==> config.mk <==
export PLATFORM = sky130hd
export DESIGN_NAME = eiel_top
export DESIGN_NICKNAME = d
export VERILOG_FILES = /design/src/common/eiel_pkg.sv /design/src/design/eiel_top.sv
export SDC_FILE = /design/constraint.sdc
export NUM_CORES = 1
export LEC_CHECK = 0
export ABC_AREA = 1
export BUFFER_PORTS_ARGS = -buffer_cell sky130_fd_sc_hd__buf_2
export CORE_UTILIZATION = 50
export CTS_CLUSTER_DIAMETER = 200
export DETAILED_ROUTE_END_ITERATION = 7
export GPL_ROUTABILITY_DRIVEN = 0
export PLACE_DENSITY = 0.69
export SLEW_MARGIN = 10
export SYNTH_ARGS = -nofsm -noshare
export SYNTH_HDL_FRONTEND = slang
export SYNTH_SLANG_ARGS = --single-unit
==> constraint.sdc <==
create_clock -name pclk -period 4.45 [get_ports pclk]
set_input_delay 1.335 -clock pclk [delete_from_list [all_inputs] [get_ports pclk]]
set_output_delay 1.335 -clock pclk [all_outputs]
set_load 0.01 [all_outputs]
==> src/common/eiel_pkg.sv <==
// package for the edge interrupt/event line controller
// assumes a 32-bit apb slave, one clock, registers on aligned words
package eiel_pkg;

  localparam int          NUM_LINES    = 25;
  localparam int          NUM_IO_LINES = 16;
  localparam int          ADDR_W       = 12;

  // register byte offsets
  localparam logic [11:0] OFF_MASK     = 12'h0_000;
  localparam logic [11:0] OFF_EVMASK   = 12'h0_004;
  localparam logic [11:0] OFF_RISE     = 12'h0_008;
  localparam logic [11:0] OFF_FALL     = 12'h0_00C;
  localparam logic [11:0] OFF_SWTRIG   = 12'h0_010;
  localparam logic [11:0] OFF_PEND     = 12'h0_014;
  localparam logic [11:0] OFF_LEVEL    = 12'h0_018;
  localparam logic [11:0] OFF_WAKEEN   = 12'h0_01C;
  localparam logic [11:0] OFF_STAT     = 12'h0_020;
  localparam logic [11:0] OFF_STMASK   = 12'h0_024;

  // reset values
  localparam logic [24:0] RST_MASK     = 25'h000_0000;
  localparam logic [24:0] RST_EDGE     = 25'h000_0000;
  localparam logic [15:0] RST_WAKEEN   = 16'h0000;

  // controller status bit positions
  localparam int          STAT_ANY_PEND = 0;
  localparam int          STAT_WAKE     = 1;
  localparam int          STAT_W        = 2;

  typedef struct packed {
    logic [ADDR_W-1:0] addr;
    logic              wr;
    logic [31:0]       wdata;
  } eiel_req_t;

  typedef enum logic [1:0] {
    EIEL_IDLE   = 2'b00,
    EIEL_ACCESS = 2'b01
  } eiel_phase_t;

endpackage

==> src/design/eiel_top.sv <==
// edge interrupt/event line controller: per-line edge detect, mask, pending
// assumes apb master on pclk; line inputs are asynchronous and resynchronised
`timescale 1ns/10ps

module eiel_top
  import eiel_pkg::*;
(
  input  wire logic                 pclk,
  input  wire logic                 presetn,
  input  wire logic                 psel,
  input  wire logic                 penable,
  input  wire logic                 pwrite,
  input  wire logic [ADDR_W-1:0]    paddr,
  input  wire logic [31:0]          pwdata,
  output logic      [31:0]          prdata,
  output logic                      pready,
  output logic                      pslverr,
  input  wire logic [NUM_LINES-1:0] line_in,
  output logic      [NUM_LINES-1:0] line_irq,
  output logic      [NUM_LINES-1:0] line_event,
  output logic                      wakeup_req,
  output logic                      irq
);

  eiel_req_t                 req;
  eiel_phase_t               phase_reg;
  eiel_phase_t               phase_next;

  logic [NUM_LINES-1:0]      sync1_reg;
  logic [NUM_LINES-1:0]      sync2_reg;
  logic [NUM_LINES-1:0]      prev_reg;
  logic [NUM_LINES-1:0]      mask_reg;
  logic [NUM_LINES-1:0]      evmask_reg;
  logic [NUM_LINES-1:0]      rise_reg;
  logic [NUM_LINES-1:0]      fall_reg;
  logic [NUM_LINES-1:0]      pend_reg;
  logic [NUM_LINES-1:0]      pend_next;
  logic [NUM_IO_LINES-1:0]   wakeen_reg;
  logic [STAT_W-1:0]         stat_reg;
  logic [STAT_W-1:0]         stat_next;
  logic [STAT_W-1:0]         stmask_reg;

  wire  [NUM_LINES-1:0]      edge_hit;
  wire  [NUM_LINES-1:0]      sw_hit;
  wire  [NUM_LINES-1:0]      trig;
  wire  [NUM_LINES-1:0]      clr_bits;
  wire  [STAT_W-1:0]         stat_evt;
  wire                       wake_hit;
  wire                       acc;
  wire                       wr_acc;
  wire                       rd_acc;
  wire                       addr_ok;
  wire  [31:0]               rd_mux;
  wire                       wr_mask;
  wire                       wr_evmask;
  wire                       wr_rise;
  wire                       wr_fall;
  wire                       wr_wakeen;
  wire                       wr_stmask;
  wire                       rd_stat;
  wire  [STAT_W-1:0]         stat_clr;
  wire                       access_next;

  function automatic logic sel(input logic [ADDR_W-1:0] a, input logic [11:0] off);
    sel = (a == off);
  endfunction

  assign req.addr  = paddr;
  assign req.wr    = pwrite;
  assign req.wdata = pwdata;

  // access completes in the cycle after setup: one wait-free access phase
  assign acc    = psel && penable && (phase_reg == EIEL_ACCESS);
  assign wr_acc = acc && req.wr;
  assign rd_acc = acc && !req.wr;
  assign addr_ok = sel(req.addr, OFF_MASK)   || sel(req.addr, OFF_EVMASK) ||
                   sel(req.addr, OFF_RISE)   || sel(req.addr, OFF_FALL)   ||
                   sel(req.addr, OFF_SWTRIG) || sel(req.addr, OFF_PEND)   ||
                   sel(req.addr, OFF_LEVEL)  || sel(req.addr, OFF_WAKEEN) ||
                   sel(req.addr, OFF_STAT)   || sel(req.addr, OFF_STMASK);

  // per-register write strobes, valid only in the access cycle
  assign wr_mask     = wr_acc && sel(req.addr, OFF_MASK);
  assign wr_evmask   = wr_acc && sel(req.addr, OFF_EVMASK);
  assign wr_rise     = wr_acc && sel(req.addr, OFF_RISE);
  assign wr_fall     = wr_acc && sel(req.addr, OFF_FALL);
  assign wr_wakeen   = wr_acc && sel(req.addr, OFF_WAKEEN);
  assign wr_stmask   = wr_acc && sel(req.addr, OFF_STMASK);
  assign access_next = (phase_next == EIEL_ACCESS);

  always_comb
  begin
    phase_next = phase_reg;
    unique case (phase_reg)
      EIEL_IDLE:   if (psel && !penable) phase_next = EIEL_ACCESS;
      EIEL_ACCESS: phase_next = EIEL_IDLE;
      default:     phase_next = EIEL_IDLE;
    endcase
  end

  // per-line edge detection on synchronised inputs
  genvar g;
  generate
    for (g = 0; g < NUM_LINES; g++)
    begin : g_line
      assign edge_hit[g] = (rise_reg[g] && sync2_reg[g] && !prev_reg[g]) ||
                           (fall_reg[g] && !sync2_reg[g] && prev_reg[g]);
    end
  endgenerate

  // a software trigger write acts like a detected edge on that line
  assign sw_hit   = (wr_acc && sel(req.addr, OFF_SWTRIG)) ? req.wdata[NUM_LINES-1:0] :
                    '0;
  assign trig     = edge_hit | sw_hit;
  // only ones clear; zeros leave the bit alone
  assign clr_bits = (wr_acc && sel(req.addr, OFF_PEND)) ?
                    req.wdata[NUM_LINES-1:0] : '0;
  // a new edge in the clearing cycle wins so no request is lost
  assign pend_next = (pend_reg & ~clr_bits) | trig;

  // wakeup ignores the interrupt mask: deep stop only needs an enabled io edge
  assign wake_hit = |(trig[NUM_IO_LINES-1:0] & wakeen_reg);

  assign stat_evt = {wake_hit, |trig};
  // a read clears only the bits it returned, so an event that lands between
  // setup and access survives for the next read; a new event still sets
  assign rd_stat   = rd_acc && sel(req.addr, OFF_STAT);
  assign stat_clr  = rd_stat ? prdata[STAT_W-1:0] : '0;
  assign stat_next = (stat_reg & ~stat_clr) | stat_evt;

  assign rd_mux = sel(req.addr, OFF_MASK)   ? {7'h00, mask_reg}   :
                  sel(req.addr, OFF_EVMASK) ? {7'h00, evmask_reg} :
                  sel(req.addr, OFF_RISE)   ? {7'h00, rise_reg}   :
                  sel(req.addr, OFF_FALL)   ? {7'h00, fall_reg}   :
                  sel(req.addr, OFF_PEND)   ? {7'h00, pend_reg}   :
                  sel(req.addr, OFF_LEVEL)  ? {7'h00, sync2_reg}  :
                  sel(req.addr, OFF_WAKEEN) ? {16'h0000, wakeen_reg} :
                  sel(req.addr, OFF_STAT)   ? {30'h0000_0000, stat_reg}   :
                  sel(req.addr, OFF_STMASK) ? {30'h0000_0000, stmask_reg} :
                  32'h0000_0000;

  // two-flop synchroniser; only the second stage feeds logic
  always_ff @(posedge pclk or negedge presetn)
  begin
    if (!presetn)
    begin
      sync1_reg <= '0;
      sync2_reg <= '0;
    end
    else
    begin
      sync1_reg <= line_in;
      sync2_reg <= sync1_reg;
    end
  end

  // previous level for edge detection; resets low like the synchroniser, so a
  // line idling high shows one rise after reset while the selects are still off
  always_ff @(posedge pclk or negedge presetn)
  begin
    if (!presetn)
    begin
      prev_reg <= '0;
    end
    else
    begin
      prev_reg <= sync2_reg;
    end
  end

  // configuration words load only on a write access to their own offset
  always_ff @(posedge pclk or negedge presetn)
  begin
    if (!presetn)
    begin
      mask_reg <= RST_MASK;
    end
    else if (wr_mask)
    begin
      mask_reg <= req.wdata[NUM_LINES-1:0];
    end
  end

  // event mask gates the one-cycle event pulses, not the pending bits
  always_ff @(posedge pclk or negedge presetn)
  begin
    if (!presetn)
    begin
      evmask_reg <= RST_MASK;
    end
    else if (wr_evmask)
    begin
      evmask_reg <= req.wdata[NUM_LINES-1:0];
    end
  end

  // rise and fall both set means either edge triggers the line
  always_ff @(posedge pclk or negedge presetn)
  begin
    if (!presetn)
    begin
      rise_reg <= RST_EDGE;
    end
    else if (wr_rise)
    begin
      rise_reg <= req.wdata[NUM_LINES-1:0];
    end
  end

  always_ff @(posedge pclk or negedge presetn)
  begin
    if (!presetn)
    begin
      fall_reg <= RST_EDGE;
    end
    else if (wr_fall)
    begin
      fall_reg <= req.wdata[NUM_LINES-1:0];
    end
  end

  // wake enable exists only for the io lines; upper write bits are ignored
  always_ff @(posedge pclk or negedge presetn)
  begin
    if (!presetn)
    begin
      wakeen_reg <= RST_WAKEEN;
    end
    else if (wr_wakeen)
    begin
      wakeen_reg <= req.wdata[NUM_IO_LINES-1:0];
    end
  end

  // status mask decides which status bits may raise the summary interrupt
  always_ff @(posedge pclk or negedge presetn)
  begin
    if (!presetn)
    begin
      stmask_reg <= '0;
    end
    else if (wr_stmask)
    begin
      stmask_reg <= req.wdata[STAT_W-1:0];
    end
  end

  // bus handshake: ready, error and read data stand for the access cycle only
  always_ff @(posedge pclk or negedge presetn)
  begin
    if (!presetn)
    begin
      phase_reg <= EIEL_IDLE;
      pready    <= 1'b0;
      pslverr   <= 1'b0;
      prdata    <= 32'h0000_0000;
    end
    else
    begin
      phase_reg <= phase_next;
      pready    <= access_next;
      pslverr   <= access_next && !addr_ok;
      prdata    <= (access_next && !req.wr) ? rd_mux : 32'h0000_0000;
    end
  end

  // pending is sticky until cleared by software; status is sticky until read
  always_ff @(posedge pclk or negedge presetn)
  begin
    if (!presetn)
    begin
      pend_reg <= '0;
      stat_reg <= '0;
    end
    else
    begin
      pend_reg <= pend_next;
      stat_reg <= stat_next;
    end
  end

  // requests to the interrupt controller; a mask bit of one lets a line through
  always_ff @(posedge pclk or negedge presetn)
  begin
    if (!presetn)
    begin
      line_irq   <= '0;
      line_event <= '0;
      wakeup_req <= 1'b0;
      irq        <= 1'b0;
    end
    else
    begin
      line_irq   <= pend_next & mask_reg;
      line_event <= trig & evmask_reg;
      wakeup_req <= wake_hit;
      irq        <= |(stat_next & stmask_reg);
    end
  end

endmodule

* Word level (Yosys, flattened, before mapping)
Cells that the tools add are included.
Operators by class: eq/ne operators 11, bitwise gates (word level) 11, reductions and logical operators 208, multiplexer cells 15
Operators by type and width (number):
- $mux 25 | 9
- $logic_and 1x1->1 | 116
- $and 25x25->25 | 3
- $logic_not 1->1 | 53
- $or 25x25->25 | 2
- $eq 12x5->1 const B | 4
- $logic_or 1x1->1 | 34
- $not 25->25 | 1
- $reduce_or 25->1 | 1
- $eq 12x4->1 const B | 2
- $eq 12x6->1 const B | 2
- $and 16x16->16 | 1
- $mux 16 | 1
- $reduce_or 16->1 | 1
- $eq 12x3->1 const B | 1
- $logic_not 12->1 | 1
- $mux 2 | 5
- $and 2x2->2 | 2
- $eq 2x1->1 const B | 2
- $logic_not 2->1 | 1
- $not 2->2 | 1
- $or 2x2->2 | 1
- $reduce_or 2->1 | 1
Word-level totals: word-level logic and storage cells 264, flip-flop bits (word level) 301, output and inout port bits 86, input bits 74

* Depth between registers and ports, before layout
Gate-level depths: netlist (run 1).
depth after elaboration 12, depth in mapped cells 14, mapped depth without buffers 13

* Worst setup path before layout (run 1)
OpenSTA, ideal clock, no wires.
kind input to register, start point input port paddr[11], end point register irq, arrival time 2.503 ns, data required time 4.334 ns, slack 1.831 ns, cell stages on the path 13, path through nor2_2 -> nand2_4 -> nor2_8 -> buf_6 -> nand2_2 -> clkinv_2 -> nand3_2 -> nand2_1 -> nand4_1 -> nor2_1 -> nand3_2 -> nand2_1 -> nand2_1
RTL lines:
- from (decl) | line eiel_top.sv:13 | input wire logic [ADDR_W-1:0] paddr,
- $eq 12x5->1 or $eq 12x6->1 (tied branches) | line eiel_top.sv:65 | sel = (a == off);
- $logic_and 1x1->1 (on tied branches) | line eiel_top.sv:112, eiel_top.sv:127
- $mux 25 or $mux 2 (tied branches) | line eiel_top.sv:112, eiel_top.sv:128
- $or 25x25->25 or $not 2->2 (tied branches) | line eiel_top.sv:114, eiel_top.sv:129
- $reduce_or 25->1 or $and 2x2->2 (tied branches) | line eiel_top.sv:124, eiel_top.sv:129
- $or 2x2->2 * | line eiel_top.sv:129 | assign stat_next = (stat_reg & ~stat_clr) | stat_evt;
- named net stat_next[0] | line eiel_top.sv:40 | logic [STAT_W-1:0] stat_next;
- $and 2x2->2 * | line eiel_top.sv:297 | irq <= |(stat_next & stmask_reg);
- $reduce_or 2->1 * | line eiel_top.sv:297
- to (signal assigned) | line eiel_top.sv:297
- to (decl) | line eiel_top.sv:22 | output logic irq
The timed path passes the listed nets; every way through them passes the cells marked *. A chain may end at the register's enable or synchronous reset.

* Worst setup path after layout (run 1)
start point input port paddr[7], end point register prdata[17]
Between the ends: cells in the longest elaborated chain, start to end 8
Ends and longest elaborated chain:
- $eq 12x5->1 | line eiel_top.sv:65
- $mux 25 | line eiel_top.sv:136 | sel(req.addr, OFF_LEVEL) ? {7'h00, sync2_reg} :
- $mux 25 | line eiel_top.sv:135 | sel(req.addr, OFF_PEND) ? {7'h00, pend_reg} :
- $mux 25 | line eiel_top.sv:134 | sel(req.addr, OFF_FALL) ? {7'h00, fall_reg} :
- $mux 25 | line eiel_top.sv:133 | sel(req.addr, OFF_RISE) ? {7'h00, rise_reg} :
- $mux 25 | line eiel_top.sv:132 | sel(req.addr, OFF_EVMASK) ? {7'h00, evmask_reg} :
- $mux 25 * | line eiel_top.sv:131 | assign rd_mux = sel(req.addr, OFF_MASK) ? {7'h00, mask_reg} :
- $mux 25 * | line eiel_top.sv:263 | prdata <= (access_next && !req.wr) ? rd_mux : 32'h0000_0000;
- to (signal assigned) | line eiel_top.sv:263
- to (decl) | line eiel_top.sv:15 | output logic [31:0] prdata,
Every way passes the cells marked *; elsewhere a longest branch is shown, timed or not.

==> results of run 1 <==
==> cell families after synthesis <==
logic type             after synthesis  share of synthesized area
flip-flops                         301                      0.612
AO/OA/AOI/OAI                      340                      0.155
AND/OR/NAND/NOR                    463                      0.163
other                                1                   0.000305
buffers and inverters              204                     0.0699
==> layout make-up <==
| class | instances | area, µm² | share of cell area |
|---|---|---|---|
| timing repair buffer | 168 | 946 | 0.0661 |
| clock buffer | 41 | 863 | 0.0603 |
| tap | 324 | 405 | 0.0283 |
| sequential | 301 | 7530 | 0.526 |
| multi-input combinational | 811 | 3950 | 0.276 |
| inverter | 148 | 557 | 0.0389 |
| clock inverter | 10 | 56.3 | 0.00394 |
==> layer usage <==
metal | track usage | share of wire | vias to the layer above
met5 | 0 | 0 | -
met4 | 0.0756 | 0.027 | 0
met3 | 0.0308 | 0.073 | 60
met2 | 0.401 | 0.46 | 419
met1 | 0.371 | 0.44 | 4600
li1 | - | - | 4560
==> power groups by stage <==
stage / clock network, mW / logic [mW] / registers [mW]
CTS: 2.40 / 0.187 / 2.80
global route: 2.51 / 0.208 / 2.80
detailed placement: 0 / 0.186 / 2.85
global placement: 0 / 0.185 / 2.84
floorplan: 0 / 0.0664 / 2.84
finish: 2.35 / 0.183 / 2.80
==> cells in the mapped netlist, drive strengths merged <==
cell / instances
nor3: 5
dfrtp: 301
nor4: 4
inv: 147
buf: 26
nand3: 21
conb: 1
nor3b: 1
a21boi: 21
o22ai: 2
o21ai: 235
nand2: 339
clkinv: 1
clkbuf: 30
nor2: 70
a32o: 11
a21oi: 41
or2: 1
nor4b: 1
nand4: 21
o211ai: 14
o21bai: 8
o2111ai: 8
==> per-stage QoR <==
stage | cell area, µm² | worst slack, ns | hold WS (ns) | util
4_1_cts | 14300 | 1.65 | 0.348 | 0.590
5_1_grt | 14300 | 1.48 | 0.352 | 0.590
2_1_floorplan | 12300 | 1.83 | 0.331 | -
3_5_place_dp | 13400 | 1.09 | 0.335 | 0.552
6_report | 14300 | 1.61 | 0.346 | 0.590
3_3_place_gp | 13400 | 1.10 | 0.333 | 0.552
==> path summary, 6_finish.rpt <==
path	start	endpoint	cells past startpoint
max in group asynchronous	presetn	mask_reg[4]	2
worst min register to register	sync1_reg[17]	sync2_reg[17]	0
min in group asynchronous	presetn	prdata[10]	1
worst min-delay path	sync1_reg[17]	sync2_reg[17]	0
worst max-delay path	paddr[7]	prdata[17]	13
worst max register to register	phase_reg[0]	prdata[14]	6
==> worst max-delay path, delay by kind of cell <==
family          cells  cell delay [ns]
compound gates      2             0.20
buf+inv             5             0.95
simple gates        6             0.83
==> flow_metrics.py, run 1 <==
metrics = {
    "clocking": {
        "clkTransAtPathRegs_ns": 0.06,
        "post_cts_buffers": 0,
        "post_cts_gate_resize_count": 0,
        "clock_path_buffers": 3,
        "ctsHtreeMaxLevel": 1,
        "cts_root_buf": "sky130_fd_sc_hd__clkbuf_16",
        "cts.sinks": 301,
        "cts_inserted_buffers": 30,
        "cts_tree": "done",
        "holdBufCountCts": 0,
        "later_pin_clock_latency_in_the_skew_report_ns": 0.55,
    },
    "detailed_routing": {
        "vias_per_cell": 5.35,
        "postRouteWirelength_mm": 31.2,
        "drc": 0,
        "vias": 9639,
        "detailedRoute.firstIterationViolations": 858,
        "average_wire_per_cell_in_the_routed_design_um": 17.3,
        "drtAntennaViolNets": 0,
        "drt_pre_antenna_iters": 5,
    },
    "power": {
        "cellLeakagePower_nw": 7.08,
        "pwr_density_cell_mw_per_mm2": 373,
        "ir_worst_vdd_mv": 0.247,
        "switching_share": 0.219,
        "clock_power_share": 0.441,
        "power_report.internal_total_mw": 4.16,
        "sequentialPowerShare": 0.525,
        "p_comb_frac": 0.034,
        "switching_power_mw": 1.17,
        "p_total_mw": 5.33,
    },
    "logic_synthesis": {
        "yosys.area.top_type_share": 0.612,
        "synth_top_cells_by_area": "sky130_fd_sc_hd__dfrtp_1 (61%), sky130_fd_sc_hd__nand2_1 (10%), sky130_fd_sc_hd__o21ai_0 (8.0%)",
        "yosysTopAreaCell": "sky130_fd_sc_hd__dfrtp_1",
        "yosys_warn_count": 0,
        "synth.avg_cell_area_um2": 9.40,
        "syn_inst": 1309,
        "synth-seq-area-share": 0.612,
        "synth_cell_types": 40,
        "syn_area_mm2": 0.0123,
        "synth_seq_cells": 301,
    },
    "floorplan": {
        "floorplan.die_area_mm2": 0.0253,
        "io_pins": 160,
        "die_h_um": 159,
        "die-width_um": 159,
        "floorplan.core_area_mm2": 0.0242,
        "core.rowCount": 57,
        "initial_core_util": 0.508,
    },
    "sta": {
        "fin_crit_sh": 0.639,
        "max_clock_freq_mhz": 352,
        "worstMarginPinSlew_ns": 0.870,
        "skew_ns": 0.0175,
        "setup_repair_after_global_routing_missed_its_margin": "no",
        "report.final.slew_viol_count": 0,
        "report.final.hold_viol_count": 0,
        "worst_slew_margin_relative_to_its_limit": 0.420,
        "post-route-min-period_ns": 2.84,
        "report.final.setup_viol": 0,
        "setup_total_negative_slack_ns": 0,
    },
    "outcome": {
        "status": "finished, final reports clean",
    },
    "worst_setup_path": {
        "worstSetupStartpointType": "input port",
        "slowest_stage": "sky130_fd_sc_hd__inv_2",
        "timing.critical_path.to_type": "flip-flop",
        "r2r_setup_slack_ns": 2.15,
        "worstPathMaxFanout": 17,
        "timing.critical_path.required_ns": 4.93,
        "timing_worst_setup_path_type": "input port to flip-flop",
        "cp_slowest_stage_delay_ns": 0.40,
        "worstPathArrival_ns": 3.32,
        "worst_path_cell_chain": "buf_2 > nor2_4 > nand3_2 > inv_2 > nand2_2 > buf_4 > nand2_2 > inv_1 > o21ai_1 > a21oi_1 > nand3_1 > nand3_1 > inv_1",
    },
    "global_route": {
        "grt_max_degree": 108,
        "groute.usage.overall": 0.254,
        "number_of_antenna_violations_at_the_first_check_in_global_routing": 0,
        "grt_pass1_vias": 9343,
        "gr_overflow_total": 0,
        "first_pass_grt_wire_length_mm": 50.4,
    },
    "hold_path": {
        "hold_class": "flip-flop to flip-flop",
    },
    "cells_and_area": {
        "post_layout_nonfiller_instances": 1803,
        "drive_gt1_frac": 0.175,
        "nets": 1534,
        "n_fill_cell": 2112,
        "mostFrequentLayoutCells": "sky130_fd_sc_hd__nand2_1 (329), sky130_fd_sc_hd__dfrtp_1 (301), sky130_fd_sc_hd__o21ai_0 (197)",
        "layout_commonest_cell": "sky130_fd_sc_hd__nand2_1",
        "antenna-diode-count": 0,
        "areaGrowthSynthToFinish_pct": 16.2,
    },
    "placement": {
        "place.detailed.hpwl_mm": 20.3,
        "numPortBuffers": 145,
        "placed_cells": 1752,
    },
    "run": {
        "maxCapViolCount": 0,
    },
}
Power figures use the tool's default switching activity.
==> run 2: changes to the inputs <==
--- a/config.mk
+++ b/config.mk
@@ -11,7 +11,7 @@
 export CTS_CLUSTER_DIAMETER = 200
 export DETAILED_ROUTE_END_ITERATION = 7
 export GPL_ROUTABILITY_DRIVEN = 0
-export PLACE_DENSITY = 0.69
+export PLACE_DENSITY = 0.71
 export SLEW_MARGIN = 10
 export SYNTH_ARGS = -nofsm -noshare
 export SYNTH_HDL_FRONTEND = slang
==> constraint.sdc (replaced) <==
create_clock -name pclk -period 2.5 [get_ports pclk]
set_input_delay 0.75 -clock pclk [delete_from_list [all_inputs] [get_ports pclk]]
set_output_delay 0.75 -clock pclk [all_outputs]
set_load 0.01 [all_outputs]
==> run 2 against run 1 <==
Compared with the run above: sequential cell count stayed put; die area unchanged; sequential share of layout area is 1.8 points lower; via count up 2.3%; total power is 83% higher; clock power is 89% higher; core utilization rose by 2.1 points; critical path type is now flip-flop to flip-flop; critical endpoint is now irq; largest power group unchanged.
==> flow_metrics.py, run 2 (same netlist as run 1, synthesis figures left out) <==
metrics = {
    "cells_and_area": {
        "post_layout_nonfiller_instances": 1847,
        "areaGrowthSynthToFinish_pct": 20.4,
        "nets": 1575,
        "mostFrequentLayoutCells": "sky130_fd_sc_hd__nand2_1 (329), sky130_fd_sc_hd__dfrtp_1 (301), sky130_fd_sc_hd__o21ai_0 (197)",
        "drive_gt1_frac": 0.198,
        "antenna-diode-count": 0,
        "layout_commonest_cell": "sky130_fd_sc_hd__nand2_1",
    },
    "floorplan": {
        "floorplan.core_area_mm2": 0.0242,
        "die-width_um": 159,
        "core.rowCount": 57,
        "floorplan.die_area_mm2": 0.0253,
        "io_pins": 160,
        "initial_core_util": 0.508,
        "die_h_um": 159,
    },
    "clocking": {
        "later_pin_clock_latency_in_the_skew_report_ns": 0.56,
        "post_cts_buffers": 0,
        "clock_path_buffers": 3,
        "cts_root_buf": "sky130_fd_sc_hd__clkbuf_16",
        "cts_inserted_buffers": 31,
        "post_cts_gate_resize_count": 0,
        "holdBufCountCts": 0,
        "clkTransAtPathRegs_ns": 0.06,
        "ctsHtreeMaxLevel": 1,
        "cts.sinks": 301,
        "cts_tree": "done",
    },
    "sta": {
        "skew_ns": 0.0131,
        "report.final.setup_viol": 0,
        "report.final.slew_viol_count": 0,
        "setup_total_negative_slack_ns": 0,
        "report.final.hold_viol_count": 0,
        "setup_repair_after_global_routing_missed_its_margin": "no",
        "setup_ws_ns": 0.420,
        "post-route-min-period_ns": 2.08,
        "max_clock_freq_mhz": 481,
        "fin_crit_sh": 0.832,
        "final.hold.worst_slack_ns": 0.0905,
    },
    "hold_path": {
        "hold_class": "input port to asynchronous set/reset pin",
    },
    "global_route": {
        "grt_pass1_vias": 9692,
        "grt_max_degree": 64,
        "number_of_antenna_violations_at_the_first_check_in_global_routing": 0,
        "gr_overflow_total": 0,
        "groute.usage.overall": 0.264,
        "first_pass_grt_wire_length_mm": 52.3,
    },
    "detailed_routing": {
        "average_wire_per_cell_in_the_routed_design_um": 17.7,
        "postRouteWirelength_mm": 32.6,
        "vias": 9863,
        "detailedRoute.firstIterationViolations": 974,
        "drc": 0,
        "vias_per_cell": 5.34,
        "drt_pre_antenna_iters": 6,
        "drtAntennaViolNets": 0,
    },
    "worst_setup_path": {
        "r2r_setup_slack_ns": 0.42,
        "timing.critical_path.mode_cell": "sky130_fd_sc_hd__nand2_1",
        "worst_path_cell_chain": "inv_1 > nand4_1 > nor2_2 > nand3_4 > o21bai_1 > nor2_1 > nand2_1 > nor2_1 > nand3_2 > nand2_1 > nand2_1",
        "slowest_stage": "sky130_fd_sc_hd__dfrtp_1",
        "cp_slowest_stage_delay_ns": 0.40,
        "timing.critical_path.required_ns": 3.00,
        "worstSetupStartpointType": "flip-flop",
        "timing.critical_path.to_type": "flip-flop",
        "timing_worst_setup_path_type": "flip-flop to flip-flop",
        "worstPathMaxFanout": 12,
        "worstPathArrival_ns": 2.58,
    },
    "power": {
        "pwr_density_cell_mw_per_mm2": 658,
        "ir_worst_vdd_mv": 0.430,
        "cellLeakagePower_nw": 7.36,
    },
    "run": {
        "maxCapViolCount": 0,
    },
    "placement": {
        "dp_slack_ns": 0.0181,
        "place.detailed.hpwl_mm": 22.0,
        "numPortBuffers": 145,
        "placed_cells": 1792,
    },
    "outcome": {
        "status": "finished, final reports clean",
    },
}
==> run 2: cell types whose count changed in the layout (fill, tap and decap cells not counted), moves of 2 or more <==
cell | before | now
sky130_fd_sc_hd__buf_4 | 20 | 48
sky130_fd_sc_hd__clkbuf_1 | 5 | 7
sky130_fd_sc_hd__clkinv_4 | 1 | 3
sky130_fd_sc_hd__clkinv_2 | 9 | 6
sky130_fd_sc_hd__buf_12 | 3 | 15
==> run 2: worst max-delay path, delay by kind of cell, from the launching register on <==
family / cells / cell delay [ns]
flops: 1 / 0.40
buf+inv: 1 / 0.06
simple gates: 9 / 1.16
compound gates: 1 / 0.38
==> run 2: layer usage <==
| metal | global-route usage | wire length, µm |
|---|---|---|
| met1 | 0.378 | 13700 |
| met2 | 0.414 | 15200 |
| met3 | 0.0379 | 2660 |
| met4 | 0.0979 | 1040 |
| met5 | 0 | 0 |
==> run 2: report_power, final <==
group	internal [mW]	total [mW]	switching (mW)	leakage [nW]
clock network	2.56	4.43	1.87	0.484
registers	4.94	4.98	0.0413	3.94
logic	0.0983	0.344	0.246	2.94
==> run 2: path summary, 6_finish.rpt <==
check                             start       endpoint  depth (start not counted)
setup / recovery           phase_reg[1]            irq                         11
max in group asynchronous       presetn  sync1_reg[24]                          2
hold / removal                  presetn     prdata[16]                          1
hold reg to reg            sync1_reg[1]   sync2_reg[1]                          0
min in group pclk            line_in[7]   sync1_reg[7]                          1
setup reg to reg           phase_reg[1]            irq                         11
==> run 2: layout make-up <==
type | count | area, µm²
fill | 2083 | 9430
clock inverter | 11 | 97.6
clock buffer | 44 | 885
sequential | 301 | 7530
multi-input combinational | 811 | 3940
timing repair buffer | 208 | 1400
tap | 324 | 405
inverter | 148 | 557
==> run 2: metrics by stage <==
stage                     total power, mW  utilization  area (µm²)
after CTS                            9.85        0.611       14800
after floorplan                      5.17            -       12300
after detailed placement             5.41        0.570       13800
final                                9.75        0.611       14800
after global routing                 10.1        0.611       14800
after global placement               5.41        0.570       13800
